**config.mk**
```make
export PLATFORM = sky130hd
export DESIGN_NAME = process_data_bit_mapper
export DESIGN_NICKNAME = d
export VERILOG_FILES = /design/src/pdm_pkg.sv /design/src/process_data_bit_mapper.sv
export VERILOG_INCLUDE_DIRS = /design/src /design/src/src
export SDC_FILE = /design/constraint.sdc
export NUM_CORES = 1
export LEC_CHECK = 0
export ABC_AREA = 0
export ABC_CLOCK_PERIOD_IN_PS = 2250
export BUFFER_PORTS_ARGS = -buffer_cell sky130_fd_sc_hd__buf_4
export CAP_MARGIN = 5
export CORE_MARGIN = 2
export CORE_UTILIZATION = 52
export CTS_CLUSTER_DIAMETER = 100
export DETAILED_ROUTE_END_ITERATION = 10
export PLACE_DENSITY = 0.77
export SLEW_MARGIN = 5
export SYNTH_ARGS = -nofsm -noshare
export SYNTH_HDL_FRONTEND = slang
export SYNTH_SLANG_ARGS = --single-unit
```
**constraint.sdc**
```tcl
create_clock -name aclk -period 2.25 [get_ports aclk]
set_input_delay 0.1125 -clock aclk [delete_from_list [all_inputs] [get_ports aclk]]
set_output_delay 0.1125 -clock aclk [all_outputs]
set_load 0.01 [all_outputs]
```
**src/pdm_consts.svh**
```systemverilog
// Offsets, field positions, reset values and limits of the process data bit mapper
`ifndef PDM_CONSTS_SVH
`define PDM_CONSTS_SVH
`define PDM_CFG_OFS 8'h00
`define PDM_PMODE_OFS 8'h04
`define PDM_VALID_OFS 8'h08
`define PDM_UMAP0_OFS 8'h0C
`define PDM_UMAP1_OFS 8'h10
`define PDM_ILEN0_OFS 8'h14
`define PDM_ILEN1_OFS 8'h18
`define PDM_OLEN0_OFS 8'h1C
`define PDM_OLEN1_OFS 8'h20
`define PDM_STAT_OFS 8'h24
`define PDM_LIVE_OFS 8'h28
`define PDM_CFG_ASRC_BIT 8
`define PDM_PMODE_RST 16'h5555
`define PDM_VALID_RST 32'hFFFFFFFF
`define PDM_UMAP0_RST 32'h76543210
`define PDM_UMAP1_RST 32'hFEDCBA98
`define PDM_LEN_RST 32'h01010101
`define PDM_IN_LEN_MAX 6'h21
`define PDM_OUT_LEN_MAX 6'h20
`define PDM_LEN_MIN 6'h01
`define PDM_Q_ENABLED 4
`define PDM_Q_COMM 5
`define PDM_Q_FAULT 6
`define PDM_Q_VALID 7
`define PDM_RESP_OKAY 2'h0
`define PDM_RESP_SLVERR 2'h2
`endif

```
**src/pdm_pkg.sv**
```systemverilog
// Types shared by the process data bit mapper
package pdm_pkg;
    // Bit order of the status/control word
    typedef enum logic [2:0] {
        MAP_MODE1 = 3'h1,
        MAP_MODE2 = 3'h2,
        MAP_MODE3 = 3'h3,
        MAP_MODE4 = 3'h4,
        MAP_MODE5 = 3'h5
    } map_mode_t;
    // Per-port operating mode, two bits per port
    typedef enum logic [1:0] {
        PM_OFF = 2'h0,
        PM_COMM = 2'h1,
        PM_DIN = 2'h2,
        PM_DOUT = 2'h3
    } port_mode_t;
endpackage

```
**src/process_data_bit_mapper.sv**
```systemverilog
// Status/control word mapping and port sub-slot data shaping with an AXI4-Lite register file
//
// Local design decisions: the placing of the registers and the AXI4-Lite slave port.
`timescale 1ns/100ps
`default_nettype none
`include "pdm_consts.svh"

// Summary of operation
// - Mode 1: ports 8-5 high, 4-1 low
// - Mode 2: ports 4-1 high, 8-5 low
// - Mode 3: channel B high, A low
// - Mode 4: channel A high, B low
// - Default mode 2, mode 1 for older
// - Mode 5 follows per-channel user positions
// - High byte goes first, big-endian
// - Port n diagnostics on channel n
// - Invalid mixed-class positions ignored or inactive
// - Ports 1-8 in sub-slots 1.2-1.9
// - Input 1-33, output 1-32 bytes
// - Qualifier byte appended last in comm mode
// - Digital input: one byte, bit 0
// - Digital input mirrored into status word
// - Digital input carries no qualifier byte
// - Mapping mode leaves sub-slot data alone
// - Qualifier bits 0-3 read zero
// - Qualifier bit 4 shows port enabled
// - Qualifier bit 5 shows device communicating
// - Bit 6 fault, bit 7 data valid
// - Digital output driven from bit 0
// - Control word source ignores sub-slot bit
// - Status/control module: 2 in, 2 out
// - Each output has exactly one source
module process_data_bit_mapper #(
    parameter int ADDR_W = 8,             // AXI address width
    parameter bit NEWER_DESC = 1'b1        // Newer configuration description in use
) (
    input wire logic aclk,                // Process clock, 100 MHz
    input wire logic aresetn,             // Synchronous reset, active low
    input wire logic [ADDR_W-1:0] s_axi_awaddr, // Write address
    input wire logic s_axi_awvalid,       // Write address valid
    output logic s_axi_awready,           // Write address ready
    input wire logic [31:0] s_axi_wdata,  // Write data
    input wire logic [3:0] s_axi_wstrb,   // Write byte enables
    input wire logic s_axi_wvalid,        // Write data valid
    output logic s_axi_wready,            // Write data ready
    output logic [1:0] s_axi_bresp,       // Write response
    output logic s_axi_bvalid,            // Write response valid
    input wire logic s_axi_bready,        // Write response ready
    input wire logic [ADDR_W-1:0] s_axi_araddr, // Read address
    input wire logic s_axi_arvalid,       // Read address valid
    output logic s_axi_arready,           // Read address ready
    output logic [31:0] s_axi_rdata,      // Read data
    output logic [1:0] s_axi_rresp,       // Read response
    output logic s_axi_rvalid,            // Read data valid
    input wire logic s_axi_rready,        // Read data ready
    input wire logic [15:0] ctrl_word,    // Control word from controller
    output logic [7:0] status_byte_first, // Status high byte, lower address
    output logic [7:0] status_byte_second, // Status low byte, higher address
    input wire logic [7:0] port1_chan_a,  // Channel A pin states, port 1 in bit 0
    input wire logic [7:0] chan_b_in,     // Channel B pin states
    output logic [7:0] chan_a_out,        // Channel A output drive
    output logic [7:0] chan_b_out,        // Channel B output drive
    input wire logic [7:0] subslot_out_bit0, // Bit 0 of each sub-slot output byte 1
    input wire logic [7:0] device_communicating_flag, // Device in preoperate/operate
    input wire logic [7:0] port_fault_flag, // Error or warning per port
    input wire logic [7:0] process_data_valid_flag, // Device data valid
    input wire logic [7:0] port_diag_event, // Diagnostic condition per port
    output logic [7:0] diag_channel,      // Diagnostic channel n for port n
    output logic [63:0] port_qualifier_byte, // Qualifier byte per port
    output logic [7:0] qualifier_present, // Qualifier appended for the port
    output logic [63:0] subslot_in_byte1, // First input byte for digital input
    output logic [47:0] subslot_in_len,   // Input area length per port
    output logic [47:0] subslot_out_len   // Output area length per port
);
    // Parameter check; the register decode needs a full byte of address
    initial if (ADDR_W < 8 || ADDR_W > 32) $error("ADDR_W must lie between 8 and 32");

    // Configuration registers
    logic [2:0] map_mode_ff;       // Selected bit order
    logic a_src_ctrl_ff;           // Channel A outputs taken from control word
    logic [15:0] pmode_ff;         // Port modes
    logic [31:0] valid_ff;         // Valid input (low) and output (high) positions
    logic [63:0] umap_ff;          // Mode 5 word position per channel
    logic [63:0] ilen_ff;          // Requested input lengths
    logic [63:0] olen_ff;          // Requested output lengths
    // AXI state
    logic [ADDR_W-1:0] awaddr_ff;  // Held write address
    logic aw_held_ff;              // Write address captured
    logic [31:0] wdata_ff;         // Held write data
    logic [3:0] wstrb_ff;          // Held byte enables
    logic w_held_ff;               // Write data captured
    logic awready_ff;
    logic wready_ff;
    logic bvalid_ff;
    logic [1:0] bresp_ff;
    logic arready_ff;
    logic rvalid_ff;
    logic [31:0] rdata_ff;
    logic [1:0] rresp_ff;
    // Output registers
    logic [15:0] status_ff;
    logic [7:0] a_out_ff;
    logic [7:0] b_out_ff;
    logic [7:0] diag_ff;
    logic [63:0] qual_ff;
    logic [7:0] qual_on_ff;
    logic [63:0] in_b1_ff;
    logic [47:0] ilen_out_ff;
    logic [47:0] olen_out_ff;
    // Combinational results
    logic [15:0] nxt_status;
    logic [15:0] ctrl_ch;          // Control bit per channel, index 2p+b
    logic [15:0] in_ch;            // Input state per channel, index 2p+b
    logic do_write;

    // Word position of channel idx (2*port+b) under a mapping mode
    function automatic logic [3:0] pos_of(input logic [2:0] mode, input logic [3:0] idx,
                                          input logic [63:0] umap);
        logic [2:0] p;
        logic b;
        p = idx[3:1];
        b = idx[0];
        unique case (mode)
            pdm_pkg::MAP_MODE2: pos_of = p[2] ? {1'b0, p[1:0], b} : {1'b1, p[1:0], b};
            pdm_pkg::MAP_MODE3: pos_of = {b, p};
            pdm_pkg::MAP_MODE4: pos_of = {~b, p};
            pdm_pkg::MAP_MODE5: pos_of = umap[4*idx +: 4];
            // mode 1, also used for unused codes
            default: pos_of = idx;
        endcase
    endfunction

    // Clamp a requested length into min..max
    function automatic logic [5:0] clamp_len(input logic [7:0] req, input logic [5:0] max);
        clamp_len = (req < {2'h0, `PDM_LEN_MIN}) ? `PDM_LEN_MIN :
                    (req > {2'h0, max}) ? max : req[5:0];
    endfunction

    // Byte-lane merge of a bus write into a stored word
    function automatic logic [31:0] merge(input logic [31:0] old, input logic [31:0] nw,
                                          input logic [3:0] strb);
        merge = old;
        for (int k = 0; k < 4; k++) begin
            if (strb[k]) begin
                merge[8*k +: 8] = nw[8*k +: 8];
            end
        end
    endfunction

    // Per-channel input states and decoded control bits
    genvar gc;
    for (gc = 0; gc < 16; gc++) begin : g_ch
        logic [3:0] pos;
        logic [1:0] pm;
        assign pos = pos_of(map_mode_ff, 4'(gc), umap_ff);
        assign pm = pmode_ff[2*(gc/2) +: 2];
        if (gc % 2 == 0) begin : g_a
            // channel A mirrored only in digital input mode
            assign in_ch[gc] = (pm == pdm_pkg::PM_DIN) & port1_chan_a[gc/2]
                               & valid_ff[gc];
        end else begin : g_b
            assign in_ch[gc] = chan_b_in[gc/2] & valid_ff[gc];
        end
        // invalid output positions have no effect
        assign ctrl_ch[gc] = ctrl_word[pos] & valid_ff[16+gc];
    end

    // Status word assembly; colliding user positions are ORed
    always_comb begin
        nxt_status = 16'h0000;
        for (int i = 0; i < 16; i++) begin
            if (in_ch[i]) begin
                nxt_status[pos_of(map_mode_ff, i[3:0], umap_ff)] = 1'b1;
            end
        end
    end

    // high byte first; two status bytes
    always_ff @(posedge aclk) begin
        if (!aresetn) begin
            status_ff <= 16'h0000;
        end else begin
            status_ff <= nxt_status;
        end
    end

    // Output drive per port
    always_ff @(posedge aclk) begin
        if (!aresetn) begin
            a_out_ff <= 8'h00;
            b_out_ff <= 8'h00;
        end else begin
            for (int p = 0; p < 8; p++) begin
                // one source per channel A output, chosen by the source setting; channel B always from the control word
                if (pmode_ff[2*p +: 2] != pdm_pkg::PM_DOUT) begin
                    a_out_ff[p] <= 1'b0;
                // control word replaces sub-slot bit 0
                end else if (a_src_ctrl_ff) begin
                    a_out_ff[p] <= ctrl_ch[2*p];
                end else begin
                    // sub-slot bit 0 drives channel A
                    a_out_ff[p] <= subslot_out_bit0[p] & valid_ff[16+2*p];
                end
                b_out_ff[p] <= ctrl_ch[2*p+1];
            end
        end
    end

    // diagnostics of port n on channel n
    always_ff @(posedge aclk) begin
        if (!aresetn) begin
            diag_ff <= 8'h00;
        end else begin
            diag_ff <= port_diag_event;
        end
    end

    // Sub-slot data shaping; index p is sub-slot 1.(p+2), independent of the mapping mode
    always_ff @(posedge aclk) begin
        if (!aresetn) begin
            qual_ff <= 64'h0;
            qual_on_ff <= 8'h00;
            in_b1_ff <= 64'h0;
            ilen_out_ff <= 48'h0;
            olen_out_ff <= 48'h0;
        end else begin
            for (int p = 0; p < 8; p++) begin
                qual_ff[8*p +: 8] <= 8'h00;
                qual_ff[8*p+`PDM_Q_ENABLED] <= (pmode_ff[2*p +: 2] != pdm_pkg::PM_OFF);
                qual_ff[8*p+`PDM_Q_COMM] <= device_communicating_flag[p];
                qual_ff[8*p+`PDM_Q_FAULT] <= port_fault_flag[p];
                qual_ff[8*p+`PDM_Q_VALID] <= process_data_valid_flag[p];
                unique case (pmode_ff[2*p +: 2])
                    pdm_pkg::PM_COMM: begin
                        // clamped lengths, qualifier as last byte
                        qual_on_ff[p] <= 1'b1;
                        in_b1_ff[8*p +: 8] <= 8'h00;
                        ilen_out_ff[6*p +: 6] <= clamp_len(ilen_ff[8*p +: 8], `PDM_IN_LEN_MAX);
                        olen_out_ff[6*p +: 6] <= clamp_len(olen_ff[8*p +: 8], `PDM_OUT_LEN_MAX);
                    end
                    pdm_pkg::PM_DIN: begin
                        // single byte, state in bit 0, no qualifier
                        qual_on_ff[p] <= 1'b0;
                        in_b1_ff[8*p +: 8] <= {7'h00, port1_chan_a[p]};
                        ilen_out_ff[6*p +: 6] <= `PDM_LEN_MIN;
                        olen_out_ff[6*p +: 6] <= 6'h00;
                    end
                    pdm_pkg::PM_DOUT: begin
                        qual_on_ff[p] <= 1'b0;
                        in_b1_ff[8*p +: 8] <= 8'h00;
                        ilen_out_ff[6*p +: 6] <= 6'h00;
                        olen_out_ff[6*p +: 6] <= `PDM_LEN_MIN;
                    end
                    default: begin
                        // Port off: no data areas
                        qual_on_ff[p] <= 1'b0;
                        in_b1_ff[8*p +: 8] <= 8'h00;
                        ilen_out_ff[6*p +: 6] <= 6'h00;
                        olen_out_ff[6*p +: 6] <= 6'h00;
                    end
                endcase
            end
        end
    end

    // AXI write channel capture; address and data accepted in either order
    assign do_write = aw_held_ff && w_held_ff && !bvalid_ff;
    always_ff @(posedge aclk) begin
        if (!aresetn) begin
            aw_held_ff <= 1'b0;
            w_held_ff <= 1'b0;
            awready_ff <= 1'b1;
            wready_ff <= 1'b1;
            awaddr_ff <= '0;
            wdata_ff <= 32'h0;
            wstrb_ff <= 4'h0;
        end else begin
            if (s_axi_awvalid && awready_ff) begin
                awaddr_ff <= s_axi_awaddr;
                aw_held_ff <= 1'b1;
                awready_ff <= 1'b0;
            end
            if (s_axi_wvalid && wready_ff) begin
                wdata_ff <= s_axi_wdata;
                wstrb_ff <= s_axi_wstrb;
                w_held_ff <= 1'b1;
                wready_ff <= 1'b0;
            end
            // Reopen only after the response is taken, so one write is under way
            if (bvalid_ff && s_axi_bready) begin
                aw_held_ff <= 1'b0;
                w_held_ff <= 1'b0;
                awready_ff <= 1'b1;
                wready_ff <= 1'b1;
            end
        end
    end

    // Write response
    always_ff @(posedge aclk) begin
        if (!aresetn) begin
            bvalid_ff <= 1'b0;
            bresp_ff <= `PDM_RESP_OKAY;
        end else if (do_write) begin
            bvalid_ff <= 1'b1;
            unique case (awaddr_ff[7:0])
                `PDM_CFG_OFS, `PDM_PMODE_OFS, `PDM_VALID_OFS, `PDM_UMAP0_OFS,
                `PDM_UMAP1_OFS, `PDM_ILEN0_OFS, `PDM_ILEN1_OFS, `PDM_OLEN0_OFS,
                `PDM_OLEN1_OFS, `PDM_STAT_OFS, `PDM_LIVE_OFS: bresp_ff <= `PDM_RESP_OKAY;
                default: bresp_ff <= `PDM_RESP_SLVERR;
            endcase
        end else if (bvalid_ff && s_axi_bready) begin
            bvalid_ff <= 1'b0;
        end
    end

    // Register writes with byte enables; read-only words ignore writes
    always_ff @(posedge aclk) begin
        if (!aresetn) begin
            // default bit order depends on description age
            map_mode_ff <= NEWER_DESC ? pdm_pkg::MAP_MODE2 : pdm_pkg::MAP_MODE1;
            a_src_ctrl_ff <= 1'b0;
            pmode_ff <= `PDM_PMODE_RST;
            valid_ff <= `PDM_VALID_RST;
            umap_ff <= {`PDM_UMAP1_RST, `PDM_UMAP0_RST};
            ilen_ff <= {`PDM_LEN_RST, `PDM_LEN_RST};
            olen_ff <= {`PDM_LEN_RST, `PDM_LEN_RST};
        end else if (do_write && (awaddr_ff >> 8) == '0) begin
            unique case (awaddr_ff[7:0])
                `PDM_CFG_OFS: begin
                    if (wstrb_ff[0]) begin
                        map_mode_ff <= wdata_ff[2:0];
                    end
                    if (wstrb_ff[1]) begin
                        a_src_ctrl_ff <= wdata_ff[`PDM_CFG_ASRC_BIT];
                    end
                end
                `PDM_PMODE_OFS: pmode_ff <= 16'(merge({16'h0, pmode_ff}, wdata_ff, wstrb_ff));
                `PDM_VALID_OFS: valid_ff <= merge(valid_ff, wdata_ff, wstrb_ff);
                `PDM_UMAP0_OFS: umap_ff[31:0] <= merge(umap_ff[31:0], wdata_ff, wstrb_ff);
                `PDM_UMAP1_OFS: umap_ff[63:32] <= merge(umap_ff[63:32], wdata_ff, wstrb_ff);
                `PDM_ILEN0_OFS: ilen_ff[31:0] <= merge(ilen_ff[31:0], wdata_ff, wstrb_ff);
                `PDM_ILEN1_OFS: ilen_ff[63:32] <= merge(ilen_ff[63:32], wdata_ff, wstrb_ff);
                `PDM_OLEN0_OFS: olen_ff[31:0] <= merge(olen_ff[31:0], wdata_ff, wstrb_ff);
                `PDM_OLEN1_OFS: olen_ff[63:32] <= merge(olen_ff[63:32], wdata_ff, wstrb_ff);
                default: begin
                end
            endcase
        end
    end

    // Read channel: one cycle to answer, one read under way
    always_ff @(posedge aclk) begin
        if (!aresetn) begin
            arready_ff <= 1'b1;
            rvalid_ff <= 1'b0;
            rdata_ff <= 32'h0;
            rresp_ff <= `PDM_RESP_OKAY;
        end else if (s_axi_arvalid && arready_ff) begin
            arready_ff <= 1'b0;
            rvalid_ff <= 1'b1;
            rresp_ff <= `PDM_RESP_OKAY;
            unique case (s_axi_araddr[7:0])
                `PDM_CFG_OFS: rdata_ff <= {23'h0, a_src_ctrl_ff, 5'h0, map_mode_ff};
                `PDM_PMODE_OFS: rdata_ff <= {16'h0, pmode_ff};
                `PDM_VALID_OFS: rdata_ff <= valid_ff;
                `PDM_UMAP0_OFS: rdata_ff <= umap_ff[31:0];
                `PDM_UMAP1_OFS: rdata_ff <= umap_ff[63:32];
                `PDM_ILEN0_OFS: rdata_ff <= ilen_ff[31:0];
                `PDM_ILEN1_OFS: rdata_ff <= ilen_ff[63:32];
                `PDM_OLEN0_OFS: rdata_ff <= olen_ff[31:0];
                `PDM_OLEN1_OFS: rdata_ff <= olen_ff[63:32];
                `PDM_STAT_OFS: rdata_ff <= {16'h0, status_ff};
                `PDM_LIVE_OFS: rdata_ff <= {8'h0, qual_on_ff, chan_b_in, port1_chan_a};
                default: begin
                    rdata_ff <= 32'h0;
                    rresp_ff <= `PDM_RESP_SLVERR;
                end
            endcase
        end else if (rvalid_ff && s_axi_rready) begin
            rvalid_ff <= 1'b0;
            arready_ff <= 1'b1;
        end
    end

    // Port connections, all from flip-flops
    assign s_axi_awready = awready_ff;
    assign s_axi_wready = wready_ff;
    assign s_axi_bvalid = bvalid_ff;
    assign s_axi_bresp = bresp_ff;
    assign s_axi_arready = arready_ff;
    assign s_axi_rvalid = rvalid_ff;
    assign s_axi_rdata = rdata_ff;
    assign s_axi_rresp = rresp_ff;
    // first byte is the high byte
    assign status_byte_first = status_ff[15:8];
    assign status_byte_second = status_ff[7:0];
    assign chan_a_out = a_out_ff;
    assign chan_b_out = b_out_ff;
    assign diag_channel = diag_ff;
    // port p data on output lane p
    assign port_qualifier_byte = qual_ff;
    assign qualifier_present = qual_on_ff;
    assign subslot_in_byte1 = in_b1_ff;
    assign subslot_in_len = ilen_out_ff;
    assign subslot_out_len = olen_out_ff;
endmodule
`default_nettype wire

```
==> results of run 1 <==
==> per-stage QoR <==
step	area (um^2)	std cells	setup WS, ns	hold slack, ns	TNS [ns]
detailed placement	32800	4651	-0.513	0.323	-3.05
floorplan	26800	3498	0.0879	0.213	0
CTS	35900	4856	-0.0102	0.0135	-0.0102
global placement	32800	4651	-0.482	0.312	-2.84
==> kinds of logic after synthesis <==
family / after synthesis / synth area share
AND/OR/NAND/NOR: 1485 / 0.268
adder cells (fa/ha/maj): 32 / 0.0151
multiplexers: 90 / 0.0365
other: 1 / 0.000141
flip-flops: 513 / 0.387
AO/OA/AOI/OAI: 863 / 0.214
buffers and inverters: 417 / 0.0756
XOR/XNOR: 8 / 0.00293
==> synthesized netlist by cell type, drive strengths merged, types with 15 or more instances <==
cell     instances  share of area
nor4            33         0.0078
nand3b          17         0.0050
buf            148          0.037
o21ai          133          0.026
nand2          561          0.079
a21oi          297          0.058
o2111ai         15         0.0050
and2           111          0.026
ha              32          0.015
a211oi          25         0.0071
dfxtp          513           0.39
o221ai          39          0.013
nor3            62          0.012
nand2b          30         0.0071
or3             17         0.0040
a31oi           22         0.0052
or4             16         0.0045
o22ai           65          0.015
nor2           174          0.025
o32ai           17         0.0056
and3            24         0.0057
nand3          349          0.066
inv             41         0.0058
nor2b           31         0.0073
clkbuf         227          0.032
a22oi           83          0.024
o211ai          22         0.0062
mux2i           72          0.027
==> routing by layer <==
layer / GRT overflow / global-route usage
met5: 0 / 0.296
met3: 7 / 0.639
met1: 3 / 0.759
met4: 28 / 0.750
met2: 30 / 0.921
==> repair_timing <==
action / in CTS
endpoints found under the hold margin: 112
hold buffers: 102
resized for setup: 46
endpoints found under the setup margin: 21
buffers inserted: 7
pin swaps: 5
==> results_dict.tcl, run 1 <==
set metrics [dict create \
    cts_root_buf "clkbuf_16" \
    start_util 0.527 \
    synth-seq-cells 513 \
    synth_cells 3409 \
    haltStage "global routing" \
    cts_made_buffers 52 \
    die-height_um 230 \
    gp_congestion 1.16 \
    port-buffer-count 353 \
    overflow 68 \
    worstEndpointGrtRepair "status_ff[11]$_SDFF_PN0_/D" \
    grt_use_total 0.764 \
    num_rows 82 \
    synth-seq-area-share 0.387 \
    synth_top_flop_cell "dfxtp_1" \
    async_flop_share 0 \
    grt_max_degree 82 \
    dp_hpwl_um 112000 \
    cts.path.max_buffers 3 \
    dieWidth_um 230 \
    io_pins 444 \
    worst-ep-kind "sequential cell input" \
    synth.avg_cell_area_um2 7.78 \
    synth-edff-count 0 \
    synth_area_um2 26500 \
    h-tree-depth 2 \
    antenna_found_initial 20 \
    cts.sinks 513 \
    status "aborted with a tool error" \
    yosys_warnings 0 \
    ys_types 94 \
    tool.error "[ERROR GRT-0232] Routing congestion too high. Check the congestion heatmap in the GUI." \
]
==> run 2: changes to the inputs <==
Settings changed: ABC_CLOCK_PERIOD_IN_PS 2250 to 2950, CORE_UTILIZATION 52 to 40, CTS_CLUSTER_DIAMETER 100 to default, PLACE_DENSITY 0.77 to default, PLACE_DENSITY_LB_ADDON from default to 0.15.
Clock period 2.25 ns to 2.95 ns, I/O delays scaled along.
==> run 2 against run 1 <==
  * The run now ends clean
  * Synthesized cell count is the same
  * Area after synthesis is the same
==> results_dict.tcl, run 2 <==
set metrics [dict create \
    nFillCells 6452 \
    fmax_ghz 0.348 \
    cts.sinks 513 \
    die-area_um2 68300 \
    dp_hpwl_um 115000 \
    core-area_um2 65600 \
    worstMarginPinSlew_ns 0.928 \
    synth_top_flop_cell "dfxtp_1" \
    port-buffer-count 353 \
    final_common_cell "buf_4" \
    fin_cells 4819 \
    worstPathArrival_ns 3.43 \
    insertion_delay_ns 0.64 \
    cts.reportedPaths.clkPinSlew_ns 0.06 \
    synth-seq-cells 513 \
    wire_per_inst_um 31.7 \
    synth.area.top_cells "dfxtp_1 39%, nand2_1 7.9%, nand3_1 6.6%" \
    h-tree-depth 2 \
    grt_pass1_vias 28000 \
    route.met2.wl_um 65700 \
    dr.pass1.iters 8 \
    start_util 0.404 \
    final_core_util 0.519 \
    cts_made_buffers 55 \
    synth-seq-area-share 0.387 \
    end_kind "flip-flop" \
    synth-edff-count 0 \
    critPathLaunchType "flip-flop" \
    reg_top3 "ilen_ff: 64 flops, olen_ff: 64 flops, umap_ff: 64 flops" \
    met1_length_um 57400 \
    fin_nets 4071 \
    wl_um 153000 \
    met3_length_um 17200 \
    r2r_cells 8 \
    vias 30200 \
    fin_ws_ns 0.0781 \
    relSlewSlack 0.380 \
    viasPerCell 6.26 \
    timing.rr.start "map_mode_ff[2]" \
    fin_crit_sh 0.974 \
    critPathMaxFanout 16 \
    worstHoldEndpoint "chan_a_out[2]" \
    status "finished, final reports clean" \
    leakage_nw 13.7 \
    cts_tree "done" \
    synth_top_area_cell "dfxtp_1" \
    required_ns 3.51 \
    grt_max_degree 88 \
    drv_slew 0 \
    synth_common_cells "561 x nand2_1, 513 x dfxtp_1, 349 x nand3_1" \
    grt_use_total 0.432 \
    ys_types 94 \
    ant_nets 0 \
    synth.avg_cell_area_um2 7.78 \
    area_growth_pct 28.6 \
    synth_area_um2 26500 \
    hold_path.class "in -> reg" \
    gp_congestion 1.09 \
    power_density_nw_per_um2 473 \
    antenna_found_initial 9 \
    io_pins 444 \
    num_rows 94 \
    synth_cells 3409 \
    dpl.cell_count 4618 \
    top_layer "met5" \
    overflow 0 \
    rr_endpoint "status_ff[14]" \
    fin_skew_ns 0.0333 \
    period_minus_slack_ns 2.87 \
    drive_gt1_frac 0.201 \
    crit_type "reg -> reg" \
    async_flop_share 0 \
    drtIter0Drc 4458 \
    setup_viol 0 \
    die-height_um 261 \
    drc 0 \
    synth.most_common_cell "nand2_1" \
    vdd_drop_max_uv 505 \
    pre_cts_ws_ns 0.0800 \
    yosys_warnings 0 \
    dieWidth_um 261 \
    setup_tns_ns 0 \
    cts_root_buf "clkbuf_16" \
    hold_start "subslot_out_bit0[2]" \
    most-common-layout-cells "610 x buf_4, 561 x nand2_1, 512 x dfxtp_1" \
    rsz0062_at_grt "no" \
    power.total_mw 16.1 \
    hold_path_depth 3 \
    hold_viol 0 \
    cts.path.max_buffers 3 \
    yosysTopAreaCellShare 0.387 \
    grt_pass1_wl_um 211000 \
    worst-r2r-setup-slack_ns 0.08 \
    drv_cap 0 \
]
==> run 2: critical path, cell delays in order (launching register included) <==
cell     delay, ns
dfxtp_1       0.64
buf_4         0.21
xnor2_2       0.15
buf_4         0.19
o22ai_1       0.15
nor3_1        0.65
a22oi_1       0.18
o21ai_0       0.36
o41a_1        0.27
==> run 2: kinds of logic (layout without fill, tap and decap cells) <==
family          after synthesis  count (layout)  synth area share
simple gates               1485            1485             0.268
compound gates              863             863             0.214
flops                       513             513             0.387
buf+inv                     417             870            0.0756
mux                          90              90            0.0365
fa+ha+maj                    32              32            0.0151
xor+xnor                      8               8           0.00293
other cells                   1              94          0.000141
==> run 2: worst max-delay path by stage <==
stage / start / end / slack, ns / cells past startpoint
after floorplan: map_mode_ff[2] / status_ff[2] / 0.79 / 8
after global placement: map_mode_ff[2] / status_ff[5] / 0.07 / 7
after detailed placement: map_mode_ff[2] / status_ff[5] / 0.08 / 5
after CTS: map_mode_ff[2] / status_ff[5] / 0.09 / 5
after global routing: map_mode_ff[2] / status_ff[2] / 0.03 / 7
final: map_mode_ff[2] / status_ff[14] / 0.08 / 8
==> run 2: repair_timing <==
| action | in CTS | in global routing |
|---|---|---|
| gates resized for setup | 0 | 3 |
| setup buffers | 0 | 0 |
| setup endpoints to repair | 0 | 1 |
| hold buffers | 97 | 0 |
| hold endpoints to repair | 117 | 0 |
==> run 2: metrics by stage <==
| stage | hold slack (ns) | cell area [um^2] |
|---|---|---|
| after CTS | 0.00544 | 34100 |
| after global placement | 0.351 | 31100 |
| final | 0.0216 | 34100 |
| after global routing | 0.0283 | 34100 |
| after floorplan | 0.248 | 26800 |
| after detailed placement | 0.358 | 31100 |
==> run 2: layer usage <==
| metal | up-vias | global-route usage |
|---|---|---|
| met4 | 8 | 0.283 |
| li1 | 13100 | - |
| met3 | 570 | 0.0990 |
| met5 | - | 0 |
| met2 | 2155 | 0.653 |
| met1 | 14400 | 0.552 |
==> run 2: area by class of cell <==
type	instances	area [um^2]	share of cell area
Antenna cell	4	10.0	0.000294
Clock buffer	80	1620	0.0476
Clock inverter	20	325	0.00955
Inverter	42	163	0.00477
Multi-Input combinational cell	2568	14600	0.430
Sequential cell	513	10300	0.301
Tap cell	864	1080	0.0317
Timing Repair Buffer	728	5960	0.175
==> run 2: power breakdown <==
group          switching (mW)  leakage (nW)  total (mW)  internal [mW]
registers               0.179          4.17        7.21           7.03
clock network            3.09         0.945        7.52           4.43
logic                   0.878          8.54        1.40          0.522
Power figures use the tool's default switching activity.
